--- src/core/fis_rx_pkg.sv ---
/*
 * Shared constants and carriers for the per-port receive handler of
 * DMA Setup and Set Device Bits frames.
 * Assumes a 32-bit APB register port and word-aligned register offsets.
 */
package fis_rx_pkg;

    // ---------------------------------------------------------------
    // Register map (byte addresses)
    // ---------------------------------------------------------------
    localparam logic [7:0] CTRL_ADDR     = 8'h00;
    localparam logic [7:0] STATUS_ADDR   = 8'h04;
    localparam logic [7:0] TASKFILE_ADDR = 8'h08;
    localparam logic [7:0] ACTIVE_ADDR   = 8'h0c;
    localparam logic [7:0] NOTIFY_ADDR   = 8'h10;
    localparam logic [7:0] COALESCE_ADDR = 8'h14;
    localparam logic [7:0] FISBASE_ADDR  = 8'h18;
    localparam logic [7:0] SLOT_ADDR     = 8'h1c;
    localparam logic [7:0] DMACNT_ADDR   = 8'h20;

    // ---------------------------------------------------------------
    // Field positions
    // ---------------------------------------------------------------
    localparam int CTRL_GIE_BIT   = 0;
    localparam int CTRL_DSE_BIT   = 1;
    localparam int CTRL_SDBE_BIT  = 2;
    localparam int CTRL_FBS_BIT   = 3;
    localparam int CTRL_NTF_BIT   = 4;
    localparam int CTRL_CCC_BIT   = 5;
    localparam int CTRL_WIDTH     = 6;
    localparam int STAT_DSS_BIT   = 0;
    localparam int STAT_SDBS_BIT  = 1;
    localparam int STAT_IPS_BIT   = 2;
    localparam int TF_ERR_BIT     = 0;
    localparam int TF_ERRF_LSB    = 8;
    localparam int SLOT_PMP_LSB   = 8;

    // Status bits 7 and 3 are reserved and never loaded from a frame
    localparam logic [7:0] TF_STS_WRITABLE = 8'h77;

    // ---------------------------------------------------------------
    // Reset values and received-FIS area layout
    // ---------------------------------------------------------------
    localparam logic [CTRL_WIDTH-1:0] CTRL_RESET   = 6'h00;
    localparam logic [7:0]            TF_STS_RESET = 8'h7f;
    localparam logic [31:0]           PMP_STRIDE   = 32'h0000_0100;
    localparam logic [31:0]           SETUP_AREA   = 32'h0000_0000;
    localparam logic [31:0]           DEVBITS_AREA = 32'h0000_0040;

    // ---------------------------------------------------------------
    // Carriers
    // ---------------------------------------------------------------
    typedef struct packed {
        logic        valid;
        logic [3:0]  pmp;
        logic [4:0]  tag;
        logic [31:0] count;
        logic        irq;
        logic        auto_act;
    } setup_frame_type;

    typedef struct packed {
        logic        valid;
        logic [3:0]  pmp;
        logic [7:0]  status;
        logic [7:0]  error;
        logic [31:0] sactive;
        logic        irq;
        logic        notify;
    } devbits_frame_type;

    typedef struct packed {
        logic        valid;
        logic        devbits;
        logic [31:0] addr;
    } mem_req_type;

    typedef enum logic [2:0] {
        EXIT_NONE,
        EXIT_DATA_TX,
        EXIT_SWITCH_IDLE,
        EXIT_PORT_IDLE,
        EXIT_POWER_CHECK,
        EXIT_FATAL_TF
    } exit_type;

endpackage
--- src/core/fis_rx.sv ---
/*
 * Receive handling for DMA Setup and Set Device Bits frames of one port,
 * with an APB register slave. Frames arrive already checked as well
 * formed; the memory writer copies the frame it was just handed to the
 * address given on mem_req. Exits are one-cycle pulses to the port FSM.
 */
// Notes on behaviour
// setup handling starts only on a well-formed DMA Setup frame
// setup frame tag saved as data command slot for current multiplier port
// setup frame transfer count loads that port's remaining DMA count
// setup frame stored at base plus port times 256 plus setup area offset
// interrupt bit set goes to setup interrupt step, else auto-activate
// setup status flag set; enable decides summary step or auto-activate
// summary bit set; global enable generates interrupt, else auto-activate
// after interrupt go to auto-activate; interrupt held until software clears
// write slot with auto-activate starts data send; else switching or port idle
// device-bits frame copied to its received area in memory
// task-file status takes non-reserved status bits of the frame
// task-file error loaded from frame error field
// active tags cleared by frame SActive; SActive kept as completed mask
// device-bits frame clears remaining DMA count of current port
// updated status error bit forces fatal task-file exit first
// notify path if supported with notify and irq bits; else irq or power
// notify step sets notify bit for frame's port, then interrupt step
// notify step only with notify bit and notification support
// device-bits interrupt step only on irq frames; sets its status flag
// then coalescing, summary if enabled, idle if mask zero, else power
// coalescing adds completed mask popcount, then summary or power check
// summary bit set; interrupt if enabled, else idle on zero mask or power
// after interrupt, idle on zero mask, else power check
`timescale 1ns/10ps
`default_nettype none

module fis_rx #(
    parameter int PMP_PORTS = 16
) (
    input  wire logic                        sys_clk,
    input  wire logic                        sys_rst,
    // APB slave
    input  wire logic                        psel,
    input  wire logic                        penable,
    input  wire logic                        pwrite,
    input  wire logic [7:0]                  paddr,
    input  wire logic [31:0]                 pwdata,
    output logic      [31:0]                 prdata,
    output logic                             pready,
    output logic                             pslverr,
    // Frames from the link side
    input  wire fis_rx_pkg::setup_frame_type   setup_fis,
    input  wire fis_rx_pkg::devbits_frame_type devbits_fis,
    input  wire logic [31:0]                 slot_write_bits,
    output logic                             rx_ready,
    // Memory store, exit and interrupt
    output fis_rx_pkg::mem_req_type          mem_req,
    output fis_rx_pkg::exit_type             exit_pulse,
    output logic                             irq
);
    import fis_rx_pkg::*;

    typedef enum logic [3:0] {
        ST_IDLE, DS_ENTRY, DS_SETINTR, DS_SETIS, DS_GENINTR, DS_AUTO,
        SDB_ENTRY, SDB_DECIDE, SDB_NOTIFY, SDB_SETINTR, SDB_CCC,
        SDB_SETIS, SDB_GENINTR
    } state_type;

    // Count of ones in a completed-tag mask
    function automatic logic [5:0] popcount(input logic [31:0] v);
        logic [5:0] n;
        n = 6'h00;
        for (int i = 0; i < 32; i++) begin
            n = n + {5'h00, v[i]};
        end
        return n;
    endfunction

    // Idle exit chosen by FIS switching
    function automatic exit_type idle_exit(input logic fbs);
        return fbs ? EXIT_SWITCH_IDLE : EXIT_PORT_IDLE;
    endfunction

    state_type                 state_r, state_nxt;
    exit_type                  exit_nxt;
    setup_frame_type           setup_r;
    devbits_frame_type         sdb_r;
    logic [CTRL_WIDTH-1:0]     ctrl_r;
    logic                      dss_r, sdbs_r, ips_r, irq_r;
    logic [7:0]                tf_sts_r, tf_err_r;
    logic [31:0]               active_r, completed_r, notify_r, ccc_r, fis_base_r;
    logic [4:0]                slot_r [PMP_PORTS];
    logic [31:0]               dma_cnt_r [PMP_PORTS];
    logic [3:0]                pmp_cur_r;
    logic                      pready_r, pslverr_r;
    logic [31:0]               prdata_r;
    mem_req_type               mem_req_r;
    exit_type                  exit_r;
    logic                      rx_ready_r;
    logic                      apb_wr, apb_rd;
    logic                      setup_take, sdb_take;
    logic                      mask_zero;

    // ---------------------------------------------------------------
    // Frame intake
    // ---------------------------------------------------------------
    // Setup wins if both offer in one cycle; devbits waits on rx_ready
    assign setup_take = setup_fis.valid && rx_ready_r && state_r == ST_IDLE;
    assign sdb_take   = devbits_fis.valid && rx_ready_r && state_r == ST_IDLE && !setup_fis.valid;
    assign mask_zero  = completed_r == 32'h0000_0000;

    // Frame capture and current multiplier port
    always_ff @(posedge sys_clk) begin
        if (sys_rst) begin
            setup_r   <= '0;
            sdb_r     <= '0;
            pmp_cur_r <= 4'h0;
        end else if (setup_take) begin
            setup_r   <= setup_fis;
            pmp_cur_r <= setup_fis.pmp;
        end else if (sdb_take) begin
            sdb_r     <= devbits_fis;
            pmp_cur_r <= devbits_fis.pmp;
        end
    end

    // ---------------------------------------------------------------
    // Sequencer
    // ---------------------------------------------------------------
    always_comb begin
        state_nxt = state_r;
        exit_nxt  = EXIT_NONE;
        unique case (state_r)
            ST_IDLE: begin
                if (setup_take) state_nxt = DS_ENTRY;
                else if (sdb_take) state_nxt = SDB_ENTRY;
            end
            DS_ENTRY:   state_nxt = setup_r.irq ? DS_SETINTR : DS_AUTO;
            DS_SETINTR: state_nxt = ctrl_r[CTRL_DSE_BIT] ? DS_SETIS : DS_AUTO;
            DS_SETIS:   state_nxt = ctrl_r[CTRL_GIE_BIT] ? DS_GENINTR : DS_AUTO;
            DS_GENINTR: state_nxt = DS_AUTO;
            DS_AUTO: begin
                state_nxt = ST_IDLE;

                if (slot_write_bits[slot_r[pmp_cur_r]] && setup_r.auto_act) begin
                    exit_nxt = EXIT_DATA_TX;
                end else begin
                    exit_nxt = idle_exit(ctrl_r[CTRL_FBS_BIT]);
                end
            end
            SDB_ENTRY:  state_nxt = SDB_DECIDE;
            SDB_DECIDE: begin
                if (tf_sts_r[TF_ERR_BIT]) begin
                    state_nxt = ST_IDLE;
                    exit_nxt  = EXIT_FATAL_TF;
                end else if (ctrl_r[CTRL_NTF_BIT] && sdb_r.notify && sdb_r.irq) begin
                    state_nxt = SDB_NOTIFY;
                end else if (sdb_r.irq) begin
                    state_nxt = SDB_SETINTR;
                end else begin
                    state_nxt = ST_IDLE;
                    exit_nxt  = EXIT_POWER_CHECK;
                end
            end
            SDB_NOTIFY: state_nxt = SDB_SETINTR;
            SDB_SETINTR: begin

                if (ctrl_r[CTRL_CCC_BIT] && !mask_zero) begin
                    state_nxt = SDB_CCC;
                end else if (ctrl_r[CTRL_SDBE_BIT]) begin
                    state_nxt = SDB_SETIS;
                end else begin
                    state_nxt = ST_IDLE;
                    exit_nxt  = mask_zero ? idle_exit(ctrl_r[CTRL_FBS_BIT]) : EXIT_POWER_CHECK;
                end
            end
            SDB_CCC: begin

                if (ctrl_r[CTRL_SDBE_BIT]) begin
                    state_nxt = SDB_SETIS;
                end else begin
                    state_nxt = ST_IDLE;
                    exit_nxt  = EXIT_POWER_CHECK;
                end
            end
            SDB_SETIS: begin

                if (ctrl_r[CTRL_GIE_BIT]) begin
                    state_nxt = SDB_GENINTR;
                end else begin
                    state_nxt = ST_IDLE;
                    exit_nxt  = mask_zero ? idle_exit(ctrl_r[CTRL_FBS_BIT]) : EXIT_POWER_CHECK;
                end
            end
            SDB_GENINTR: begin

                state_nxt = ST_IDLE;
                exit_nxt  = mask_zero ? idle_exit(ctrl_r[CTRL_FBS_BIT]) : EXIT_POWER_CHECK;
            end
            default: state_nxt = ST_IDLE;
        endcase
    end

    // State, exit pulse and intake ready
    always_ff @(posedge sys_clk) begin
        if (sys_rst) begin
            state_r    <= ST_IDLE;
            exit_r     <= EXIT_NONE;
            rx_ready_r <= 1'b0;
        end else begin
            state_r    <= state_nxt;
            exit_r     <= exit_nxt;
            rx_ready_r <= state_nxt == ST_IDLE;
        end
    end

    // ---------------------------------------------------------------
    // Per multiplier port slot and byte count
    // ---------------------------------------------------------------
    always_ff @(posedge sys_clk) begin
        if (sys_rst) begin
            for (int i = 0; i < PMP_PORTS; i++) begin
                slot_r[i]    <= 5'h00;
                dma_cnt_r[i] <= 32'h0000_0000;
            end
        end else if (state_r == DS_ENTRY) begin
            slot_r[pmp_cur_r]    <= setup_r.tag;
            dma_cnt_r[pmp_cur_r] <= setup_r.count;
        end else if (state_r == SDB_ENTRY) begin
            dma_cnt_r[pmp_cur_r] <= 32'h0000_0000;
        end
    end

    // Frame store requests, one cycle each
    always_ff @(posedge sys_clk) begin
        if (sys_rst) begin
            mem_req_r <= '0;
        end else begin
            mem_req_r.valid   <= state_r == DS_ENTRY || state_r == SDB_ENTRY;
            mem_req_r.devbits <= state_r == SDB_ENTRY;
            mem_req_r.addr    <= fis_base_r + {24'h000000, pmp_cur_r, 4'h0} * PMP_STRIDE[31:4]
                               + (state_r == SDB_ENTRY ? DEVBITS_AREA : SETUP_AREA);
        end
    end

    // ---------------------------------------------------------------
    // APB slave: one wait-free access phase after each setup cycle
    // ---------------------------------------------------------------
    assign apb_wr = psel && penable && pready_r && pwrite;
    assign apb_rd = psel && !penable;

    always_ff @(posedge sys_clk) begin
        if (sys_rst) begin
            pready_r  <= 1'b0;
            pslverr_r <= 1'b0;
            prdata_r  <= 32'h0000_0000;
        end else begin
            pready_r  <= apb_rd;
            pslverr_r <= 1'b0;
            prdata_r  <= 32'h0000_0000;
            if (apb_rd) begin
                unique case (paddr)
                    CTRL_ADDR:     prdata_r <= {26'h0, ctrl_r};
                    STATUS_ADDR:   prdata_r <= {29'h0, ips_r, sdbs_r, dss_r};
                    TASKFILE_ADDR: prdata_r <= {16'h0, tf_err_r, tf_sts_r};
                    ACTIVE_ADDR:   prdata_r <= active_r;
                    NOTIFY_ADDR:   prdata_r <= notify_r;
                    COALESCE_ADDR: prdata_r <= ccc_r;
                    FISBASE_ADDR:  prdata_r <= fis_base_r;
                    SLOT_ADDR:     prdata_r <= {20'h0, pmp_cur_r, 3'h0, slot_r[pmp_cur_r]};
                    DMACNT_ADDR:   prdata_r <= dma_cnt_r[pmp_cur_r];
                    default:       pslverr_r <= 1'b1;
                endcase
            end
        end
    end

    // Control and received-FIS base
    always_ff @(posedge sys_clk) begin
        if (sys_rst) begin
            ctrl_r     <= CTRL_RESET;
            fis_base_r <= 32'h0000_0000;
        end else if (apb_wr && paddr == CTRL_ADDR) begin
            ctrl_r <= pwdata[CTRL_WIDTH-1:0];
        end else if (apb_wr && paddr == FISBASE_ADDR) begin
            fis_base_r <= {pwdata[31:8], 8'h00};
        end
    end

    // ---------------------------------------------------------------
    // Status flags: write 1 to clear, a hardware set wins the same cycle
    // ---------------------------------------------------------------
    always_ff @(posedge sys_clk) begin
        if (sys_rst) begin
            dss_r  <= 1'b0;
            sdbs_r <= 1'b0;
            ips_r  <= 1'b0;
            irq_r  <= 1'b0;
        end else begin
            if (state_r == DS_SETINTR) dss_r <= 1'b1;
            else if (apb_wr && paddr == STATUS_ADDR && pwdata[STAT_DSS_BIT]) dss_r <= 1'b0;
            if (state_r == SDB_SETINTR) sdbs_r <= 1'b1;
            else if (apb_wr && paddr == STATUS_ADDR && pwdata[STAT_SDBS_BIT]) sdbs_r <= 1'b0;
            if (state_r == DS_SETIS || state_r == SDB_SETIS) ips_r <= 1'b1;
            else if (apb_wr && paddr == STATUS_ADDR && pwdata[STAT_IPS_BIT]) ips_r <= 1'b0;
            // Interrupt held until software clears the summary bit
            if (state_r == DS_GENINTR || state_r == SDB_GENINTR) irq_r <= 1'b1;
            else if (apb_wr && paddr == STATUS_ADDR && pwdata[STAT_IPS_BIT]) irq_r <= 1'b0;
        end
    end

    // Task file, active tags, completed mask, notify bits, coalescing count
    always_ff @(posedge sys_clk) begin
        if (sys_rst) begin
            tf_sts_r    <= TF_STS_RESET;
            tf_err_r    <= 8'h00;
            active_r    <= 32'h0000_0000;
            completed_r <= 32'h0000_0000;
            notify_r    <= 32'h0000_0000;
            ccc_r       <= 32'h0000_0000;
        end else begin
            if (state_r == SDB_ENTRY) begin
                tf_sts_r    <= (tf_sts_r & ~TF_STS_WRITABLE) | (sdb_r.status & TF_STS_WRITABLE);
                tf_err_r    <= sdb_r.error;
                active_r    <= active_r & ~sdb_r.sactive;
                completed_r <= sdb_r.sactive;
            end else if (apb_wr && paddr == ACTIVE_ADDR) begin
                active_r <= active_r | pwdata;
            end
            // Software clears notify bits by writing 1; the set wins
            if (state_r == SDB_NOTIFY) notify_r[sdb_r.pmp] <= 1'b1;
            else if (apb_wr && paddr == NOTIFY_ADDR) notify_r <= notify_r & ~pwdata;
            if (state_r == SDB_CCC) ccc_r <= ccc_r + {26'h0, popcount(completed_r)};
            else if (apb_wr && paddr == COALESCE_ADDR) ccc_r <= 32'h0000_0000;
        end
    end

    assign prdata     = prdata_r;
    assign pready     = pready_r;
    assign pslverr    = pslverr_r;
    assign rx_ready   = rx_ready_r;
    assign mem_req    = mem_req_r;
    assign exit_pulse = exit_r;
    assign irq        = irq_r;

    // ---------------------------------------------------------------
    // Assertions
    // ---------------------------------------------------------------
    setup_start_a: assert property (@(posedge sys_clk) disable iff (sys_rst)
        state_r == DS_ENTRY |-> $past(setup_fis.valid))
        else $error("setup handling without a setup frame");
    setup_store_a: assert property (@(posedge sys_clk) disable iff (sys_rst)
        state_r == DS_ENTRY |=> mem_req_r.valid && !mem_req_r.devbits
            && mem_req_r.addr == fis_base_r + {20'h0, pmp_cur_r, 8'h00} + SETUP_AREA)
        else $error("setup frame store address wrong");
    setup_slot_a: assert property (@(posedge sys_clk) disable iff (sys_rst)
        state_r == DS_ENTRY |=> slot_r[pmp_cur_r] == setup_r.tag
            && dma_cnt_r[pmp_cur_r] == setup_r.count)
        else $error("slot or count not saved");
    setup_irq_a: assert property (@(posedge sys_clk) disable iff (sys_rst)
        state_r == DS_ENTRY && !setup_r.irq |=> state_r == DS_AUTO)
        else $error("setup without irq bit did not go to auto-activate");
    irq_hold_a: assert property (@(posedge sys_clk) disable iff (sys_rst)
        irq_r && !(apb_wr && paddr == STATUS_ADDR && pwdata[STAT_IPS_BIT]) |=> irq_r)
        else $error("interrupt dropped without software clear");
    auto_act_a: assert property (@(posedge sys_clk) disable iff (sys_rst)
        state_r == DS_AUTO && slot_write_bits[slot_r[pmp_cur_r]] && setup_r.auto_act
            |=> exit_r == EXIT_DATA_TX ##1 exit_r == EXIT_NONE)
        else $error("auto-activate did not start data send");
    sdb_count_a: assert property (@(posedge sys_clk) disable iff (sys_rst)
        state_r == SDB_ENTRY |=> dma_cnt_r[pmp_cur_r] == 32'h0000_0000
            && completed_r == sdb_r.sactive && (active_r & sdb_r.sactive) == 32'h0)
        else $error("device-bits updates missing");
    fatal_first_a: assert property (@(posedge sys_clk) disable iff (sys_rst)
        state_r == SDB_DECIDE && tf_sts_r[TF_ERR_BIT] |=> exit_r == EXIT_FATAL_TF)
        else $error("task-file error not taken first");
    notify_entry_a: assert property (@(posedge sys_clk) disable iff (sys_rst)
        state_r == SDB_NOTIFY |-> sdb_r.notify && ctrl_r[CTRL_NTF_BIT]
            ##1 state_r == SDB_SETINTR && notify_r[sdb_r.pmp])
        else $error("notify step entered or left wrongly");
    ccc_add_a: assert property (@(posedge sys_clk) disable iff (sys_rst)
        state_r == SDB_CCC |=> ccc_r == $past(ccc_r) + {26'h0, popcount(completed_r)})
        else $error("coalescing count not advanced");
    sdb_tail_a: assert property (@(posedge sys_clk) disable iff (sys_rst)
        state_r == SDB_GENINTR && !mask_zero |=> exit_r == EXIT_POWER_CHECK && irq_r)
        else $error("device-bits interrupt exit wrong");

endmodule

`default_nettype wire

--- config.mk ---
export PLATFORM = sky130hd
export DESIGN_NAME = fis_rx
export DESIGN_NICKNAME = d
export VERILOG_FILES = /design/src/core/fis_rx_pkg.sv /design/src/core/fis_rx.sv
export SDC_FILE = /design/constraint.sdc
export NUM_CORES = 2
export LEC_CHECK = 0
export BUFFER_PORTS_ARGS = -buffer_cell sky130_fd_sc_hd__buf_2
export CAP_MARGIN = 25
export CELL_PAD_IN_SITES_DETAIL_PLACEMENT = 1
export CELL_PAD_IN_SITES_GLOBAL_PLACEMENT = 1
export CORE_MARGIN = 10
export CORE_UTILIZATION = 40
export CTS_BUF_LIST = sky130_fd_sc_hd__clkbuf_8
export CTS_CLUSTER_SIZE = 24
export DETAILED_ROUTE_END_ITERATION = 6
export PLACE_DENSITY_LB_ADDON = 0.2
export SYNTH_ARGS = -nofsm -noshare
export SYNTH_HDL_FRONTEND = slang
export SYNTH_SLANG_ARGS = --single-unit
--- constraint.sdc ---
create_clock -name sys_clk -period 7.6 [get_ports sys_clk]
set_clock_uncertainty 0.2 [all_clocks]
set_input_delay 1.52 -clock sys_clk [delete_from_list [all_inputs] [get_ports sys_clk]]
set_output_delay 1.52 -clock sys_clk [all_outputs]
set_load 0.1 [all_outputs]
==> impl_metrics.toml <==
[clocking]
clk_latency_ps = 850
post_cts_resized = 0
clkSinkCount = 935
cts-root-buf = "clkbuf_8"
cts_setup_buffers = 0
cts_max_level = 4
cts_hold_buf = 0
numCtsBuffers = 161
clkTransAtPathRegs_ps = 60
ctsLongestPathBuffers = 3
cts_tree = "yes"

[drt]
wirelength_mm = 135
ant_nets = 0
wl_per_cell_um = 26.1
avgViaCountPerCell = 5.59
dr.first_iter.drc_count = 2716
dr.pass1.iters = 6
num_vias = 28900
drc_errors = 0

[floorplanning]
start_util = 0.403
boundaryPins = 249
dieArea_sq_mm = 0.114
die_width_um = 338
rows = 116
chipHeight_um = 338
core_area_sq_mm = 0.100

[critical_path]
end_kind = "flip-flop"
path_max_fanout = 5
cp_slowest_cell = "fa_1"
critPathKind = "reg -> reg"
cp-start-kind = "flip-flop"
regToRegSetupSlack_ps = 1330
worst_ep_arrival_time_ps = 6830
critPathBufInv = 2
r2r_start = "completed_r[0]$_SDFFE_PP0P_"
cp_cell_sequence = "fa_1, inv_1, fa_1, fa_1, fa_1, fa_1, fa_1, fa_1, inv_1, fa_1, a21o_1, a21oi_1, o21ai_0, a21oi_1, o21ba_2, nor3_1, nand3_1, mux2_2, nor2_1"
cpPeakStageDelay_ps = 570
regToRegEndpoint = "ccc_r[30]$_SDFFE_PP0P_"
crit_path_frequent_cell = "fa_1"
rr_worst_depth = 19
critPathRequiredTime_ps = 8160
cpLargestDelayFamily = "adder cells"

[hold_path]
hp-class = "reg -> reg"
whs_path_depth = 2
hold_start = "notify_r[31]$_SDFFE_PP0P_"
min_to = "notify_r[31]$_SDFFE_PP0P_"

[placed_design]
dpl_cell_area_sq_mm = 0.0429
dp_slack_ps = 1340
numPortBuffers = 239
place_hpwl_mm = 83.9
gp_congestion = 0.865
dp_cells = 4869

[logic_synthesis]
yosys_warnings = 0
ys_seq_elements = 935
synth_edf_count = 592
yosys-top-cells-count = "nor2_1, edfxtp_1, nand2_1, dfxtp_1, clkbuf_1"
synth_top_flop_cell = "edfxtp_1"
synthCells = 3478
synth_area_sq_mm = 0.0405
yosysSeqAreaShare = 0.609
synth.most_common_cell = "nor2_1"
avgSynthCellArea_sq_um = 11.6
synth.top_cells.by_area = "edfxtp_1, dfxtp_1, mux4_2"
synth_top_area_share = 0.439
async_reset_ff_frac = 0
yosys.area.top_type = "edfxtp_1"
yosys.cell_types.count = 73

[layout]
final_cells = 5168
syn2layout_area_growth_pct = 13.5
drive_gt1_frac = 0.194
n_fill_cell = 10700
finalNetCount = 3899
final_area_sq_mm = 0.0459
ff_latch_area_sq_mm = 0.0247
multi_input_area_sq_mm = 0.0145

[job]
cap_violations = 0

[grt]
grt_pass1_wl_mm = 199
grt-ovfl-total = 0
global_route.usage.total = 0.233
antenna_found_initial = 3
grt_max_degree = 123
grt_pass1_vias = 30000

[sta]
max_freq_mhz = 160
period_minus_slack_ps = 6270
rsz0062_at_grt = "no"
final-setup-viol-count = 0
min_period_over_period = 0.825
finalHoldViolCount = 0
tns_ps = 0
worst_slack_ps = 1330
slew_headroom = 0.356
finalMaxSlewViolations = 0
tightest_slew_ps = 959

[power]
power.density_mw_per_mm2 = 266
leakage_nw = 16.1
ir_drop_uv = 159

[run_status]
outcome = "finished clean"
## through the flow
stage	util	hold slack [ps]	total power [mW]
after global routing	0.458	270	12.7
after global placement	0.427	234	7.97
after floorplan	-	226	7.25
after CTS	0.458	252	12.3
after detailed placement	0.427	244	7.99
final	0.458	249	12.2
## routing by layer
metal,track usage,wire length [um]
met1,0.307,56900
met2,0.396,66400
met3,0.0355,8450
met5,0,0
met4,0.0684,3000
## report_power, final
group / switching (mW) / internal [mW]
Clock: 2.15 / 2.20
Sequential: 0.222 / 5.60
Combinational: 1.29 / 0.764
## placed cells by master, fill, tap and decap left out, types with 77 or more instances in the layout
cell type and instances:
dfxtp_1 339, mux4_2 156, a21oi_1 220, nor2_1 648
edfxtp_1 592, buf_2 238, inv_1 115, and3_1 77
clkbuf_8 181, nand2_1 482
## worst max-delay path by stage
stage,start,end,cells after the start
2_1_floorplan,completed_r[0]$_SDFFE_PP0P_,ccc_r[25]$_SDFFE_PP0P_,20
3_3_place_gp,completed_r[0]$_SDFFE_PP0P_,ccc_r[28]$_SDFFE_PP0P_,19
3_5_place_dp,completed_r[0]$_SDFFE_PP0P_,ccc_r[30]$_SDFFE_PP0P_,19
4_1_cts,completed_r[0]$_SDFFE_PP0P_,ccc_r[30]$_SDFFE_PP0P_,19
5_1_grt,completed_r[0]$_SDFFE_PP0P_,ccc_r[30]$_SDFFE_PP0P_,19
6_report,completed_r[0]$_SDFFE_PP0P_,ccc_r[30]$_SDFFE_PP0P_,19
## logic make-up (layout without fill, tap and decap cells)
| family | after synthesis | in the layout | synth area share |
|---|---|---|---|
| compound gates | 474 | 474 | 0.0751 |
| flops | 935 | 935 | 0.609 |
| other cells | 1 | 12 | 0.0000927 |
| mux | 230 | 230 | 0.107 |
| xor+xnor | 26 | 26 | 0.00563 |
| simple gates | 1424 | 1424 | 0.150 |
| buf+inv | 341 | 663 | 0.0336 |
| fa+ha+maj | 47 | 47 | 0.0195 |
## worst reg2reg max path, stage by stage (launching register included)
cell and delay [ps]:
dfxtp_1 330, fa_1 540, inv_1 50, fa_1 570
fa_1 460, fa_1 500, fa_1 540, fa_1 430
fa_1 390, inv_1 80, fa_1 200, a21o_1 120
a21oi_1 90, o21ai_0 160, a21oi_1 130, o21ba_2 230
nor3_1 570, nand3_1 180, mux2_2 310, nor2_1 90
## sequential cells by signal (all words and copies together), names as in the netlist, 8 cells and up, named ones only
register,count
active_r,32
fis_base_r,24
tf_err_r,8
sdb_r,52
notify_r,32
setup_r,39
dma_cnt_r,512
prdata,32
slot_r,80
ccc_r,32
completed_r,32
mem_req,26
## area by class of cell
class,count,share of cell area
sequential,935,0.537
multi-input combinational,2208,0.317
clock buffer,181,0.0542
timing repair buffer,312,0.0384
tap,1357,0.0370
clock inverter,112,0.0119
inverter,58,0.00474
antenna,5,0.000272
Power figures use the tool's default switching activity.
